==> src/design/exc_sup_defines.svh <==
// Offsets, field positions, reset values and timing counts of the field supervision block
`ifndef EXC_SUP_DEFINES_SVH
`define EXC_SUP_DEFINES_SVH

// Timing
`define CLK_PERIOD_NS   10
`define TICK_PERIOD_NS  5000000
`define TICK_CYCLES     (`TICK_PERIOD_NS / `CLK_PERIOD_NS)
`define TICK_MS         5
`define BRK_STEP_MS     100
`define BRK_STEP_TICKS  (`BRK_STEP_MS / `TICK_MS)

// Register offsets
`define ADDR_CTRL       4'h0
`define ADDR_OF_DELAY   4'h1
`define ADDR_CTRL_HI    4'h2
`define ADDR_IFLD_LO    4'h3
`define ADDR_TEMP_LVL   4'h4
`define ADDR_BRK_TIME   4'h5
`define ADDR_INV_TIME   4'h6
`define ADDR_RAMP_RATE  4'h7
`define ADDR_STATUS     4'h8
`define ADDR_CTRL_OUT   4'h9

// Control fields
`define CTRL_OF_EN      0
`define CTRL_INT_TRIP   1
`define CTRL_FORCE      2

// Status fields
`define STS_OF_TRIP     0
`define STS_TEMP_ALARM  1
`define STS_BRK_FAIL    2
`define STS_RUNDOWN     3
`define STS_BRK_TRIP    4

// Reset values
`define CTRL_RST        16'h0000
`define OF_DELAY_RST    16'h0258
`define CTRL_HI_RST     16'h0064
`define IFLD_LO_RST     16'h000A
`define TEMP_LVL_RST    16'h0064
`define BRK_TIME_RST    16'h0005
`define INV_TIME_RST    16'h000A
`define RAMP_RATE_RST   16'h0014

// Ramp: one control LSB of 0.01 p.u. equals 2000 units of rate (0.001 p.u./s) times one tick
`define RAMP_FRAC_ONE   17'h007D0
`define CTRL_MAX        16'h09C4

`endif

==> src/design/exc_sup_pkg.sv <==
// Types shared by the field supervision design
package exc_sup_pkg;
    typedef logic [15:0] word_t;
    typedef enum logic [1:0] {
        BRK_IDLE,
        BRK_RUNDOWN,
        BRK_TRIP_WAIT,
        BRK_OPENED
    } brk_state_t;
endpackage : exc_sup_pkg

==> src/design/sup_delay_timer.sv <==
// Tick counting delay timer that restarts whenever its condition drops
`timescale 1ns/1ps
module sup_delay_timer #(
    parameter int CW = 24
) (
    // Clock and reset
    input  wire logic          clk,
    input  wire logic          rst_b,
    input  wire logic          ce,
    // Timing
    input  wire logic          tick,
    input  wire logic          run,
    input  wire logic [CW-1:0] limit,
    // Result
    output logic               expired_q
);
    logic [CW-1:0] count_q;

    always_ff @(posedge clk or negedge rst_b) begin
        if (!rst_b) begin
            count_q   <= '0;
            expired_q <= 1'b0;
        end else if (ce) begin
            if (!run) begin
                count_q   <= '0;
                expired_q <= 1'b0;
            end else begin
                if (tick && count_q < limit) begin
                    count_q <= count_q + 1'b1;
                end
                expired_q <= (count_q >= limit);
            end
        end
    end
endmodule : sup_delay_timer

==> src/design/excitation_field_supervision.sv <==
// Open field, switch temperature, field breaker trip and open loop ramp supervision
// Functional notes
// Open field monitoring has an enable, off after reset; no open field trip while off.
// Open field means control signal above high threshold and field current not above low.
// Enabled open field lasting the detection delay trips the rectifier and stops excitation.
// Open field delay counts in 5 ms steps, default 3.000 s.
// Control signal high threshold in 0.01 steps, default 1.00.
// Field current low threshold in 0.01 steps, default 0.10, equal counts as low.
// Switch temperature above a settable level, default 100, always raises an alarm.
// With internal trip enabled and circuit open, breaker off runs excitation down, then trips.
// Breaker not open within the trip time after the trip command gives an event.
// Breaker trip supervision time in 0.1 s steps, default 0.5 s.
// Inverter mode stopping time before the breaker opens defaults to 1.0 s.
// Open loop forcing ramps the control signal at the set rate, default 0.02 p.u./s.
// Each delay restarts from zero when its condition clears before expiry.
`timescale 1ns/1ps
`include "exc_sup_defines.svh"
module excitation_field_supervision
    import exc_sup_pkg::*;
#(
    parameter int TICK_CYCLES = `TICK_CYCLES
) (
    // Clock, reset, enable
    input  wire logic        clk,
    input  wire logic        rst_b,
    input  wire logic        ce,
    // Register port
    input  wire logic [3:0]  addr,
    input  wire logic [15:0] wdata,
    input  wire logic        wr,
    input  wire logic        rd,
    output logic      [15:0] rdata_q,
    // Measurements, 0.01 p.u. per count, temperature in degrees
    input  wire logic [15:0] ctrl_in,
    input  wire logic [15:0] ifield_in,
    input  wire logic [15:0] temp_in,
    // Open loop ramp commands
    input  wire logic        ramp_up,
    input  wire logic        ramp_down,
    // Field breaker side
    input  wire logic        mcc_open,
    input  wire logic        brk_off_cmd,
    input  wire logic        brk_open,
    // Supervision outputs
    output logic             rect_trip_q,
    output logic             exc_stop_q,
    output logic             rundown_q,
    output logic             brk_trip_q,
    output logic             brk_fail_evt_q,
    output logic             temp_alarm_q,
    output logic      [15:0] ctrl_out_q
);
    localparam int TW = 24;

    word_t      ctrl_q;
    word_t      of_delay_q;
    word_t      ctrl_hi_q;
    word_t      ifld_lo_q;
    word_t      temp_lvl_q;
    word_t      brk_time_q;
    word_t      inv_time_q;
    word_t      ramp_rate_q;
    logic       brk_fail_sts_q;
    logic       fail_done_q;
    logic [31:0] presc_q;
    logic       tick_q;
    logic [16:0] frac_q;
    brk_state_t st_q;
    brk_state_t st_d;
    logic [2:0]  t_run;
    logic [2:0]  t_exp;
    logic [TW-1:0] t_lim [3];
    logic        cfg_wr;
    logic [15:0] sts_clr;
    logic        of_en;
    logic        int_trip_en;
    logic        forcing;
    logic        of_cond;
    logic [16:0] frac_sum;

    assign cfg_wr      = ce && wr;
    assign sts_clr     = (cfg_wr && addr == `ADDR_STATUS) ? wdata : 16'h0000;
    assign of_en       = ctrl_q[`CTRL_OF_EN];
    assign int_trip_en = ctrl_q[`CTRL_INT_TRIP];
    assign forcing     = ctrl_q[`CTRL_FORCE];

    // Configuration registers
    always_ff @(posedge clk or negedge rst_b) begin
        if (!rst_b) begin
            ctrl_q      <= `CTRL_RST;
            of_delay_q  <= `OF_DELAY_RST;
            ctrl_hi_q   <= `CTRL_HI_RST;
            ifld_lo_q   <= `IFLD_LO_RST;
            temp_lvl_q  <= `TEMP_LVL_RST;
            brk_time_q  <= `BRK_TIME_RST;
            inv_time_q  <= `INV_TIME_RST;
            ramp_rate_q <= `RAMP_RATE_RST;
        end else if (cfg_wr) begin
            case (addr)
                `ADDR_CTRL:      ctrl_q      <= wdata & 16'h0007;
                `ADDR_OF_DELAY:  of_delay_q  <= wdata;
                `ADDR_CTRL_HI:   ctrl_hi_q   <= wdata;
                `ADDR_IFLD_LO:   ifld_lo_q   <= wdata;
                `ADDR_TEMP_LVL:  temp_lvl_q  <= wdata;
                `ADDR_BRK_TIME:  brk_time_q  <= wdata;
                `ADDR_INV_TIME:  inv_time_q  <= wdata;
                `ADDR_RAMP_RATE: ramp_rate_q <= wdata;
                default: ;
            endcase
        end
    end

    // Read data stand only in the cycle after the strobe
    always_ff @(posedge clk or negedge rst_b) begin
        if (!rst_b) begin
            rdata_q <= 16'h0000;
        end else if (ce) begin
            if (rd) begin
                case (addr)
                    `ADDR_CTRL:      rdata_q <= ctrl_q;
                    `ADDR_OF_DELAY:  rdata_q <= of_delay_q;
                    `ADDR_CTRL_HI:   rdata_q <= ctrl_hi_q;
                    `ADDR_IFLD_LO:   rdata_q <= ifld_lo_q;
                    `ADDR_TEMP_LVL:  rdata_q <= temp_lvl_q;
                    `ADDR_BRK_TIME:  rdata_q <= brk_time_q;
                    `ADDR_INV_TIME:  rdata_q <= inv_time_q;
                    `ADDR_RAMP_RATE: rdata_q <= ramp_rate_q;
                    `ADDR_STATUS:    rdata_q <= {11'h000, brk_trip_q, rundown_q, brk_fail_sts_q,
                                                 temp_alarm_q, rect_trip_q};
                    `ADDR_CTRL_OUT:  rdata_q <= ctrl_out_q;
                    default:         rdata_q <= 16'h0000;
                endcase
            end else begin
                rdata_q <= 16'h0000;
            end
        end
    end

    // Time base of 5 ms ticks; shorten TICK_CYCLES in simulation
    always_ff @(posedge clk or negedge rst_b) begin
        if (!rst_b) begin
            presc_q <= 32'h00000000;
            tick_q  <= 1'b0;
        end else if (ce) begin
            if (presc_q >= 32'(TICK_CYCLES - 1)) begin
                presc_q <= 32'h00000000;
                tick_q  <= 1'b1;
            end else begin
                presc_q <= presc_q + 32'h00000001;
                tick_q  <= 1'b0;
            end
        end
    end

    // Delay timers: open field, inverter stop, breaker supervision
    assign of_cond  = (ctrl_out_q > ctrl_hi_q) && (ifield_in <= ifld_lo_q);
    assign t_run[0] = of_en && of_cond;
    assign t_run[1] = (st_q == BRK_RUNDOWN);
    assign t_run[2] = (st_q == BRK_TRIP_WAIT) && !brk_open;
    assign t_lim[0] = {8'h00, of_delay_q};
    assign t_lim[1] = TW'(inv_time_q) * TW'(`BRK_STEP_TICKS);
    assign t_lim[2] = TW'(brk_time_q) * TW'(`BRK_STEP_TICKS);

    genvar gi;
    generate
        for (gi = 0; gi < 3; gi++) begin : g_timer
            sup_delay_timer #(
                .CW(TW)
            ) u_timer (
                .clk       (clk),
                .rst_b     (rst_b),
                .ce        (ce),
                .tick      (tick_q),
                .run       (t_run[gi]),
                .limit     (t_lim[gi]),
                .expired_q (t_exp[gi])
            );
        end
    endgenerate

    // Open field trip holds until cleared by software or monitoring disabled; set wins
    always_ff @(posedge clk or negedge rst_b) begin
        if (!rst_b) begin
            rect_trip_q <= 1'b0;
            exc_stop_q  <= 1'b0;
        end else if (ce) begin
            rect_trip_q <= of_en && (t_exp[0] || (rect_trip_q && !sts_clr[`STS_OF_TRIP]));
            exc_stop_q  <= of_en && (t_exp[0] || (rect_trip_q && !sts_clr[`STS_OF_TRIP]));
        end
    end

    // Switch temperature alarm has no enable
    always_ff @(posedge clk or negedge rst_b) begin
        if (!rst_b) begin
            temp_alarm_q <= 1'b0;
        end else if (ce) begin
            temp_alarm_q <= (temp_in > temp_lvl_q);
        end
    end

    // Field breaker trip sequence
    always_comb begin
        st_d = st_q;
        case (st_q)
            BRK_IDLE: begin
                if (int_trip_en && mcc_open && brk_off_cmd) begin
                    st_d = BRK_RUNDOWN;
                end
            end
            BRK_RUNDOWN: begin
                if (t_exp[1]) begin
                    st_d = BRK_TRIP_WAIT;
                end
            end
            BRK_TRIP_WAIT: begin
                if (brk_open) begin
                    st_d = BRK_OPENED;
                end
            end
            BRK_OPENED: begin
                if (!brk_off_cmd) begin
                    st_d = BRK_IDLE;
                end
            end
            default: st_d = BRK_IDLE;
        endcase
    end

    always_ff @(posedge clk or negedge rst_b) begin
        if (!rst_b) begin
            st_q       <= BRK_IDLE;
            rundown_q  <= 1'b0;
            brk_trip_q <= 1'b0;
        end else if (ce) begin
            st_q       <= st_d;
            rundown_q  <= (st_d != BRK_IDLE);
            brk_trip_q <= (st_d == BRK_TRIP_WAIT) || (st_d == BRK_OPENED);
        end
    end

    // One event per trip attempt; the sticky copy is cleared by writing one, set wins
    always_ff @(posedge clk or negedge rst_b) begin
        if (!rst_b) begin
            brk_fail_evt_q <= 1'b0;
            fail_done_q    <= 1'b0;
            brk_fail_sts_q <= 1'b0;
        end else if (ce) begin
            brk_fail_evt_q <= t_exp[2] && !fail_done_q;
            fail_done_q    <= (st_q == BRK_TRIP_WAIT) && (fail_done_q || t_exp[2]);
            brk_fail_sts_q <= (t_exp[2] && !fail_done_q) ||
                              (brk_fail_sts_q && !sts_clr[`STS_BRK_FAIL]);
        end
    end

    // Open loop ramp; a fraction accumulator keeps slow rates exact
    assign frac_sum = frac_q + {1'b0, ramp_rate_q};

    always_ff @(posedge clk or negedge rst_b) begin
        if (!rst_b) begin
            ctrl_out_q <= 16'h0000;
            frac_q     <= 17'h00000;
        end else if (ce) begin
            if (!forcing) begin
                ctrl_out_q <= ctrl_in;
                frac_q     <= 17'h00000;
            end else if (tick_q && (ramp_up != ramp_down)) begin
                if (frac_sum >= `RAMP_FRAC_ONE) begin
                    frac_q <= frac_sum - `RAMP_FRAC_ONE;
                    if (ramp_up && ctrl_out_q < `CTRL_MAX) begin
                        ctrl_out_q <= ctrl_out_q + 16'h0001;
                    end else if (ramp_down && ctrl_out_q != 16'h0000) begin
                        ctrl_out_q <= ctrl_out_q - 16'h0001;
                    end
                end else begin
                    frac_q <= frac_sum;
                end
            end
        end
    end
endmodule : excitation_field_supervision

==> config.mk <==
export PLATFORM = sky130hd
export DESIGN_NAME = excitation_field_supervision
export DESIGN_NICKNAME = d
export VERILOG_FILES = /design/src/design/exc_sup_pkg.sv /design/src/design/sup_delay_timer.sv /design/src/design/excitation_field_supervision.sv
export VERILOG_INCLUDE_DIRS = /design/src /design/src/design
export SDC_FILE = /design/constraint.sdc
export NUM_CORES = 1
export LEC_CHECK = 0
export BUFFER_PORTS_ARGS = -buffer_cell sky130_fd_sc_hd__clkbuf_2
export CAP_MARGIN = 20
export CELL_PAD_IN_SITES_DETAIL_PLACEMENT = 1
export CELL_PAD_IN_SITES_GLOBAL_PLACEMENT = 1
export CORE_ASPECT_RATIO = 1.1
export CORE_MARGIN = 8
export CORE_UTILIZATION = 54
export CTS_BUF_LIST = sky130_fd_sc_hd__clkbuf_8
export DETAILED_ROUTE_END_ITERATION = 10
export PLACE_DENSITY = 0.88
export SYNTH_ARGS = -nofsm -noshare
export SYNTH_HDL_FRONTEND = slang
export SYNTH_HIERARCHICAL = 1
export SYNTH_SLANG_ARGS = --single-unit
==> constraint.sdc <==
create_clock -name clk -period 7.6 [get_ports clk]
set_input_delay 1.14 -clock clk [delete_from_list [all_inputs] [get_ports clk]]
set_output_delay 1.14 -clock clk [all_outputs]
set_load 0.01 [all_outputs]
# Word-level counts from Yosys, hierarchy flattened
# Cells that the tools add are included.
# W data, S select, Z words.
totals:
  register_bits: 281
  input_bits: 78
  word_cells: 140
classes:
  add_sub_neg: 8
  n_mul: 2
  order_cmp: 12
  n_eq_ne: 21
  muxes: 27
  n_reduce_logical: 43
op_table:
  columns: ["cell", "count"]
  rows:
  - ["$pmux W16 S10", 1]
  - ["$mux W24", 6]
  - ["$mux W16", 6]
  - ["$add A24 B1 Y24 const B", 3]
  - ["$mux W17", 3]
  - ["$ge A24 B21 Y1", 2]
  - ["$lt A24 B21 Y1", 2]
  - ["$mul A16 B3 Y19 const B", 2]
  - ["$add A32 B1 Y32 const B", 1]
  - ["$ge A32 B19 Y1 const B", 1]
  - ["$gt A16 B16 Y1", 2]
  - ["$mux W32", 1]
  - ["$ge A24 B16 Y1", 1]
  - ["$lt A24 B16 Y1", 1]
  - ["$reduce_and A2 Y1", 12]
  - ["$logic_and A1 B1 Y1", 18]
  - ["$add A17 B16 Y17", 1]
  - ["$ge A17 B11 Y1 const B", 1]
  - ["$sub A17 B11 Y17 const B", 1]
  - ["$add A16 B1 Y16 const B", 1]
  - ["$eq A4 B3 Y1 const B", 4]
  - ["$le A16 B16 Y1", 1]
  - ["$lt A16 B12 Y1 const B", 1]
  - ["$reduce_bool A16 Y1", 1]
  - ["20 further kinds", 40]

# Depth between registers and ports, before layout
# Gate-level depths: netlist of the first run.
logic_depth:
  ltp_word: 7
  mapped_depth: 24

# Cells and area by module
# Netlist of the first run, hierarchy kept.
by_module_without_submodules:
  columns: ["module", "n_inst", "cells_each", "area_per_inst_um2", "seq_area_each_um2"]
  rows:
  - ["excitation_field_supervision", 1, 1403, 13626.8, 5152.4]
  - ["sup_delay_timer (g_timer[0].u_timer ...)", 2, 262, 2133.3, 625.6]
  - ["sup_delay_timer (g_timer[2].u_timer)", 1, 275, 2268.4, 625.6]

# Worst setup path after synthesis of the first run
# No wires, ideal clock.
synth_path:
  path_type: "register -> register"
  start: "register brk_time_q[1]"
  end: "register g_timer[2].u_timer.count_q[11]"
  setup_time_ns: 0.133
  arrival_ns: 4.711
  required_time_ns: 7.467
  slack_ns: 2.755
  path_stages_with_launch: 24
  n_path_buf: 2
  period_less_slack_ns: 4.845
  path_cell_list: "dfrtp_1 -> ha_1 -> ha_1 -> fa_1 -> a21o_1 -> a21oi_1 -> o21bai_1 -> a21oi_1 -> o21bai_1 -> a21oi_1 -> a21o_1 -> o21bai_1 -> a21oi_1 -> xnor2_1 -> inv_1 -> ha_1 -> nand4_1 -> or4_4 -> a311o_4 -> and3_1 -> buf_6 -> buf_6 -> a22oi_2 -> nand2_1"
synth_rtl:
  columns: ["element", "line", "text"]
  rows:
  - ["start: declaration", "excitation_field_supervision.sv:60", "word_t brk_time_q;"]
  - ["start signal: assignment", "excitation_field_supervision.sv:95", "brk_time_q <= `BRK_TIME_RST;"]
  - ["start signal: assignment", "excitation_field_supervision.sv:105", "`ADDR_BRK_TIME: brk_time_q <= wdata;"]
  - ["end signal: assignment", "sup_delay_timer.sv:29", "count_q <= count_q + 1'b1;"]
  - ["end: declaration", "sup_delay_timer.sv:17", "logic [CW-1:0] count_q;"]

==> flow_summary_export.csv, run 1 <==
group,metric,value,unit
detailed_routing,first_pass_iters,6,
synth,ys.flop_type,"dfrtp_1",
power,pwr-share-clk,0.233,
critical_path,crit_required,8.11,ns
detailed_routing,top_layer,"met5",
timing,fin_ws,1.659,ns
power,p_comb_frac,0.423,
clocking,cts_resized,0,
detailed_routing,dr_wl_met2,32770,um
layout,nNetsFinal,2610,
power,sw_frac_of_total,0.4199,
clocking,root_buffer,"clkbuf_8",
timing,setup_viol,0,
critical_path,critPathSlowestCell,"a2bb2oi_1",
layout,final_cells,2851,
die,core.rowCount,74,
timing,grt_setup_unrepaired,"false",
synth,synth_cells,2202,
synth,synth_seq_cells,280,
synth,synth.distinct_cells,100,
die,initial_core_util,0.5458,
power,ir_drop,0.2176,mV
die,core,36940,um^2
timing,period_share,0.7817,
critical_path,cp_num_cells,21,
layout,largest_reg_flops,72,
synth,synth_edf_count,0,
die,dieArea,43780,um^2
placed_design,hpwl,49890,um
detailed_routing,vias,18565,
layout,regMostFlops,"g_timer.u_timer/count_q",
layout,fin_area,22180,um^2
detailed_routing,wl_met3,5388,um
layout,reg_top3,"g_timer.u_timer/count_q (72), presc_q (32), frac_q (17)",
critical_path,critPathBufInv,1,
synth,synth-seq-area-share,0.3486,
placed_design,dp.cells,2757,
power,leakagePower,0.01054,uW
critical_path,cp.arrival,6.45,ns
die,io_pins,116,
clocking,ctsHoldBuffers,0,
global_routing,grt_pass1_vias,19940,
power,p_seq_frac,0.343,
synth,synth_area,20160,um^2
outcome,status,"completed",
power,p_sw,2579,uW
die,die_h,218.7,um
timing,fmax,168.3,MHz
detailed_routing,remaining_drc_errors,0,
critical_path,path_cells,"ha_1 > ha_1 > fa_1 > a21o_1 > a21oi_1 > o21bai_1 > a21oi_1 > o21bai_1 > a21oi_1 > a21o_1 > o21bai_1 > a21oi_1 > xnor2_1 > inv_1 > ha_1 > a21oi_1 > o21a_1 > a2bb2oi_1 > nand3_2 > or3_1 > a311o_1",
clocking,cts_sinks,280,
timing,setup_tns,0,ns
synth,async_reset_ff_frac,1.000,
placed_design,portBuffers,115,
critical_path,crit_family,"compound AO/OA/AOI/OAI gates",
critical_path,worst-path-max-fanout,23,
critical_path,path_class,"reg2reg",
global_routing,grt_util_all_layers,0.3093,
run,maxCapViolations,0,
timing,relSlewSlack,0.3318,
global_routing,grt_max_degree,113,
clocking,clk_pin_slew_worst_paths,0.06,ns
placed_design,dp_slack,1.742,ns
timing,timing.final.hold_violations,0,
worst_hold_path,min_path_type,"reg2reg",
detailed_routing,ant_nets,0,
power,p_int,3563,uW
detailed_routing,drt-total-wl,68780,um
synth,syn_avg_cell_area,9.156,um^2
timing,hold_ws,0.4901,ns
critical_path,worstSetupStartpointType,"flop",
detailed_routing,wl_per_cell,24.13,um
clocking,htreeDepth,2,
detailed_routing,viasPerCell,6.512,
clocking,cts_tree,"built",
critical_path,slowest_delay,0.59,ns
clocking,insertion_delay,0.64,ns
global_routing,antenna_found_initial,4,
power,p_per_area,276.9,nW/um^2
critical_path,cp-end-kind,"flop",
layout,syn2layout_area_growth,10.02,%
timing,fin_skew,0.02939,ns
timing,maxSlewViolCount,0,
global_routing,grt_pass1_wl,109800,um
layout,drive_above_1_share,0.1566,
global_routing,gr-total-overflow,0,
placed_design,place_area,21180,um^2
detailed_routing,drt_iter0_markers,1258,
timing,period_minus_slack,5.941,ns
timing,tightest_slew,1.002,ns
critical_path,reg2regPathDepth,21,
placed_design,gp_congestion,0.9026,
detailed_routing,wl_met1,27620,um
die,die_w,200.2,um
clocking,cts_setup_buffers,0,
clocking,cts_buffer_depth,3,
synth,yosys_warnings,6,
worst_hold_path,holdPathStages,2,
clocking,cts_made_buffers,50,
critical_path,crit_top_cell,"a21oi_1",
## stage by stage
stage                 util  total power [uW]
floorplan                -              3800
global placement    0.5733              4429
detailed placement  0.5733              4633
CTS                 0.5996              6114
global route        0.6004              6487
finish              0.6004              6142
## per-layer routing
metal  vias up  GRT usage
li1       8310          -
met1      9308     0.3747
met2       718     0.5240
met3       225    0.07242
met4         4     0.1315
met5         -          0
## placed cells by master, fill, tap and decap left out, types with 23 or more instances in the layout
cell type / n
o21ai_0: 107
and3_1: 31
nor2b_1: 25
mux2_2: 86
nand4_1: 59
or4_1: 30
dfrtp_1: 262
xor2_1: 26
a21oi_1: 105
nand2_1: 222
nor2_1: 112
xnor2_1: 49
a22oi_1: 45
clkbuf_8: 56
a21o_1: 38
nand3_1: 97
ha_1: 212
nor3_1: 23
inv_1: 198
clkbuf_2: 114
o211ai_1: 52
## power groups by stage
stage | clock network, uW | logic, uW | registers, uW
6_report | 1430 | 2600 | 2110
5_1_grt | 1520 | 2850 | 2120
4_1_cts | 1460 | 2570 | 2090
3_5_place_dp | 0 | 2520 | 2110
3_3_place_gp | 0 | 2330 | 2100
2_1_floorplan | 0 | 1830 | 1970
## cell usage after synthesis (9+ instances only)
cell type,number,area share
a211oi_1,11,0.0041
a21o_1,38,0.014
a21oi_1,105,0.026
a22o_1,20,0.0087
a22oi_1,45,0.017
a31oi_1,17,0.0053
and2_1,9,0.0028
and3_1,31,0.0096
and4_1,10,0.0043
clkbuf_1,68,0.013
dfrtp_1,262,0.33
dfstp_2,18,0.023
ha_1,212,0.13
inv_1,173,0.032
mux2_2,86,0.048
mux2_4,9,0.0067
nand2_1,222,0.041
nand2b_1,21,0.0065
nand3_1,97,0.024
nand4_1,59,0.018
nor2_1,112,0.021
nor2b_1,26,0.0081
nor3_1,24,0.0060
nor4_1,22,0.0068
o211ai_1,52,0.019
o21a_1,15,0.0056
o21ai_0,107,0.027
o21bai_1,11,0.0041
o2bb2ai_1,10,0.0043
o311ai_0,15,0.0065
or3_1,11,0.0034
or4_1,30,0.011
xnor2_1,49,0.021
xor2_1,26,0.011
## kinds of logic (layout without fill, tap and decap cells)
group,after synthesis,in the layout,share of synthesized area
muxes,100,100,0.05722
adders and majority gates,216,216,0.1355
DFF,280,280,0.3486
AOI/OAI and AO/OA,545,545,0.1883
xor gates and xnor gates,75,75,0.03258
other,1,19,0.0001860
buffers and inverters,266,403,0.05312
and+or+nand+nor,719,719,0.1844
## worst paths after layout
| kind | start | endpoint | slack [ns] |
|---|---|---|---|
| setup / recovery | brk_time_q[1] | g_timer[2].u_timer/count_q[5] | 1.66 |
| hold / removal | frac_q[15] | frac_q[15] | 0.49 |
| setup reg to reg | brk_time_q[1] | g_timer[2].u_timer/count_q[5] | 1.66 |
| hold reg to reg | frac_q[15] | frac_q[15] | 0.49 |
| max in group asynchronous | rst_b | g_timer[1].u_timer/count_q[9] | 5.45 |
| min in group asynchronous | rst_b | ctrl_out_q[9] | 0.57 |
## worst min-delay path, delay by kind of cell (launching register included)
kind | cells | cell delay [ns]
AND/OR/NAND/NOR | 1 | 0.05
flip-flops | 1 | 0.34
AO/OA/AOI/OAI | 1 | 0.06
## layout make-up
cell class	count	area, um^2
tap	494	618.1
multi-input combinational	1673	12140
clock inverter	36	201.4
timing repair buffer	136	763.2
clock buffer	56	770.7
sequential	280	7029
antenna	1	2.502
fill	4311	14760
inverter	175	656.9
Power figures use the tool's default switching activity.
==> run 2: changes to the inputs <==
CORE_UTILIZATION = 45   (was 54)
PLACE_DENSITY = 0.78   (was 0.88)
clock period = 5.4 ns   (was 7.6 ns; I/O delays follow)
==> run 2 against run 1 <==
  * Sequential cell count unchanged
  * Wire length down 2.0%
  * Sequential power up 36%
  * Cell area up 2.0%
  * Clock power up 55%
  * Largest cell class unchanged
  * Via count down 2.0%
  * Die area up 18%
  * Total power up 43%
  * Critical path depth unchanged
  * First-iteration DRC count down 3.2%
  * Clock skew down 0.0033 ns
  * Combinational power up 42%
==> flow_summary_export.csv, run 2 (synthesis gave the netlist of run 1 again) <==
group,metric,value,unit
outcome,status,"completed",
global_routing,grt_pass1_wl,105700,um
critical_path,r2r-start,"brk_time_q[1]",
layout,drive_above_1_share,0.1703,
placed_design,hpwl,49570,um
die,die_w,217.8,um
placed_design,place_area,21420,um^2
timing,fin_skew,0.02605,ns
detailed_routing,wl_met1,28380,um
die,initial_core_util,0.4542,
critical_path,cp.arrival,5.70,ns
timing,timing.final.hold_violations,0,
timing,period_share,0.9574,
die,io_pins,116,
worst_hold_path,min_path_type,"in2async",
clocking,cts_buffer_depth,3,
detailed_routing,vias,18198,
global_routing,gr-total-overflow,0,
clocking,clk_pin_slew_worst_paths,0.07,ns
layout,final_common_cell,"dfrtp_1",
layout,regMostFlops,"g_timer.u_timer/count_q",
global_routing,antenna_found_initial,5,
timing,hold_ws,0.2499,ns
critical_path,critPathLaunch,"brk_time_q[1]",
global_routing,grt_util_all_layers,0.2536,
layout,syn2layout_area_growth,12.23,%
detailed_routing,dr_wl_met2,31770,um
layout,fin_area,22630,um^2
die,dieArea,51840,um^2
detailed_routing,wl_met3,4557,um
clocking,cts_made_buffers,51,
die,die_h,238,um
clocking,ctsHoldBuffers,0,
run,maxCapViolations,0,
die,core.rowCount,81,
detailed_routing,drt_iter0_markers,1218,
timing,period_minus_slack,5.170,ns
placed_design,gp_congestion,0.8881,
layout,multiInputGateArea,12170,um^2
timing,maxSlewViolCount,0,
critical_path,cp-end-kind,"flop",
global_routing,grt_pass1_vias,19087,
critical_path,crit_required,5.93,ns
critical_path,path_class,"reg2reg",
placed_design,portBuffers,115,
detailed_routing,first_pass_iters,7,
detailed_routing,drt-total-wl,67400,um
power,p_per_area,388.8,nW/um^2
clocking,insertion_delay,0.65,ns
power,leakagePower,0.01069,uW
clocking,cts_sinks,280,
timing,fmax,193.4,MHz
layout,nFillCells,5162,
die,core,44390,um^2
critical_path,worstSetupStartpointType,"flop",
layout,nNetsFinal,2630,
detailed_routing,viasPerCell,6.142,
timing,setup_viol,0,
layout,final_cell_mix,"dfrtp_1, nand2_1, ha_1",
critical_path,worst-path-max-fanout,8,
clocking,root_buffer,"clkbuf_8",
timing,relSlewSlack,0.3073,
layout,reg_top3,"g_timer.u_timer/count_q (72), presc_q (32), frac_q (17)",
detailed_routing,ant_nets,0,
layout,final_util,0.5097,
timing,setup_tns,0,ns
power,ir_drop,0.2536,mV
power,finalPower,8798,uW
detailed_routing,top_layer,"met4",
clocking,cts_tree,"built",
global_routing,grt_max_degree,116,
detailed_routing,wl_per_cell,22.75,um
timing,tightest_slew,1.039,ns
clocking,htreeDepth,2,
layout,largest_reg_flops,72,
layout,seq_area,7029,um^2
detailed_routing,remaining_drc_errors,0,
run 2: changes by cell type in the layout (fill, tap and decap cells not counted), sizes merged:
cell | previous run | this run
clkinvlp | 1 | 0
inv | 198 | 193
buf | 22 | 41
diode | 1 | 4
bufinv | 2 | 3
clkbuf | 170 | 178
run 2: layout make-up:
cell class / count / share of cell area
clock buffer: 64 / 0.03893
timing repair buffer: 155 / 0.04131
multi-input combinational: 1673 / 0.5378
antenna: 4 / 0.0004424
sequential: 280 / 0.3107
tap: 581 / 0.03213
clock inverter: 31 / 0.009677
inverter: 175 / 0.02903
run 2: power by group:
group	switching [uW]	internal (uW)
Sequential	424	2450
Clock	1000	1220
Combinational	2130	1570
Total	3560	5240
run 2: path summary, 6_finish.rpt:
path                                             endpoint  slack [ns]  cells after the start
max                         g_timer[2].u_timer/count_q[5]        0.23                     21
max in group asynchronous  g_timer[1].u_timer/count_q[20]        3.81                      2
min in group clk                           brk_fail_evt_q        0.49                      1
min reg2reg                                brk_fail_evt_q        0.49                      1
min                         g_timer[2].u_timer/count_q[8]        0.25                      1
max reg2reg                 g_timer[2].u_timer/count_q[5]        0.23                     21
run 2: stage by stage:
stage	cells	setup slack [ns]
finish	2963	0.2300
global route	2963	-0.01833
CTS	2956	0.01848
detailed placement	2861	-0.02461
global placement	2861	0.1497
floorplan	2219	0.5554
run 2: critical path, stage by stage (launching register included):
cell and delay [ns]:
dfrtp_1 0.42, ha_1 0.32, ha_1 0.23, fa_1 0.40, a21o_1 0.21, a21oi_2 0.20, o21bai_1 0.10, a21oi_2 0.18
o21bai_1 0.12, a21oi_2 0.18, a21o_1 0.17, o21bai_1 0.07, a21oi_1 0.20, xnor2_1 0.14, inv_1 0.06, ha_1 0.32
nand4_1 0.16, or4_4 0.55, a311o_4 0.45, nand3_4 0.17, nor4b_1 0.09, a311o_1 0.33
run 2: what timing repair did:
action | 4_1_cts | 5_1_grt
gates cloned | 0 | 0
endpoints found under the setup margin | 11 | 39
buffers inserted | 0 | 2
pin swaps | 0 | 2
resized for setup | 3 | 8
run 2: per-layer routing:
| layer | GRT usage | vias up |
|---|---|---|
| li1 | - | 8346 |
| met1 | 0.3219 | 9089 |
| met2 | 0.4134 | 591 |
| met3 | 0.05320 | 172 |
| met4 | 0.1110 | 0 |
| met5 | 0 | - |
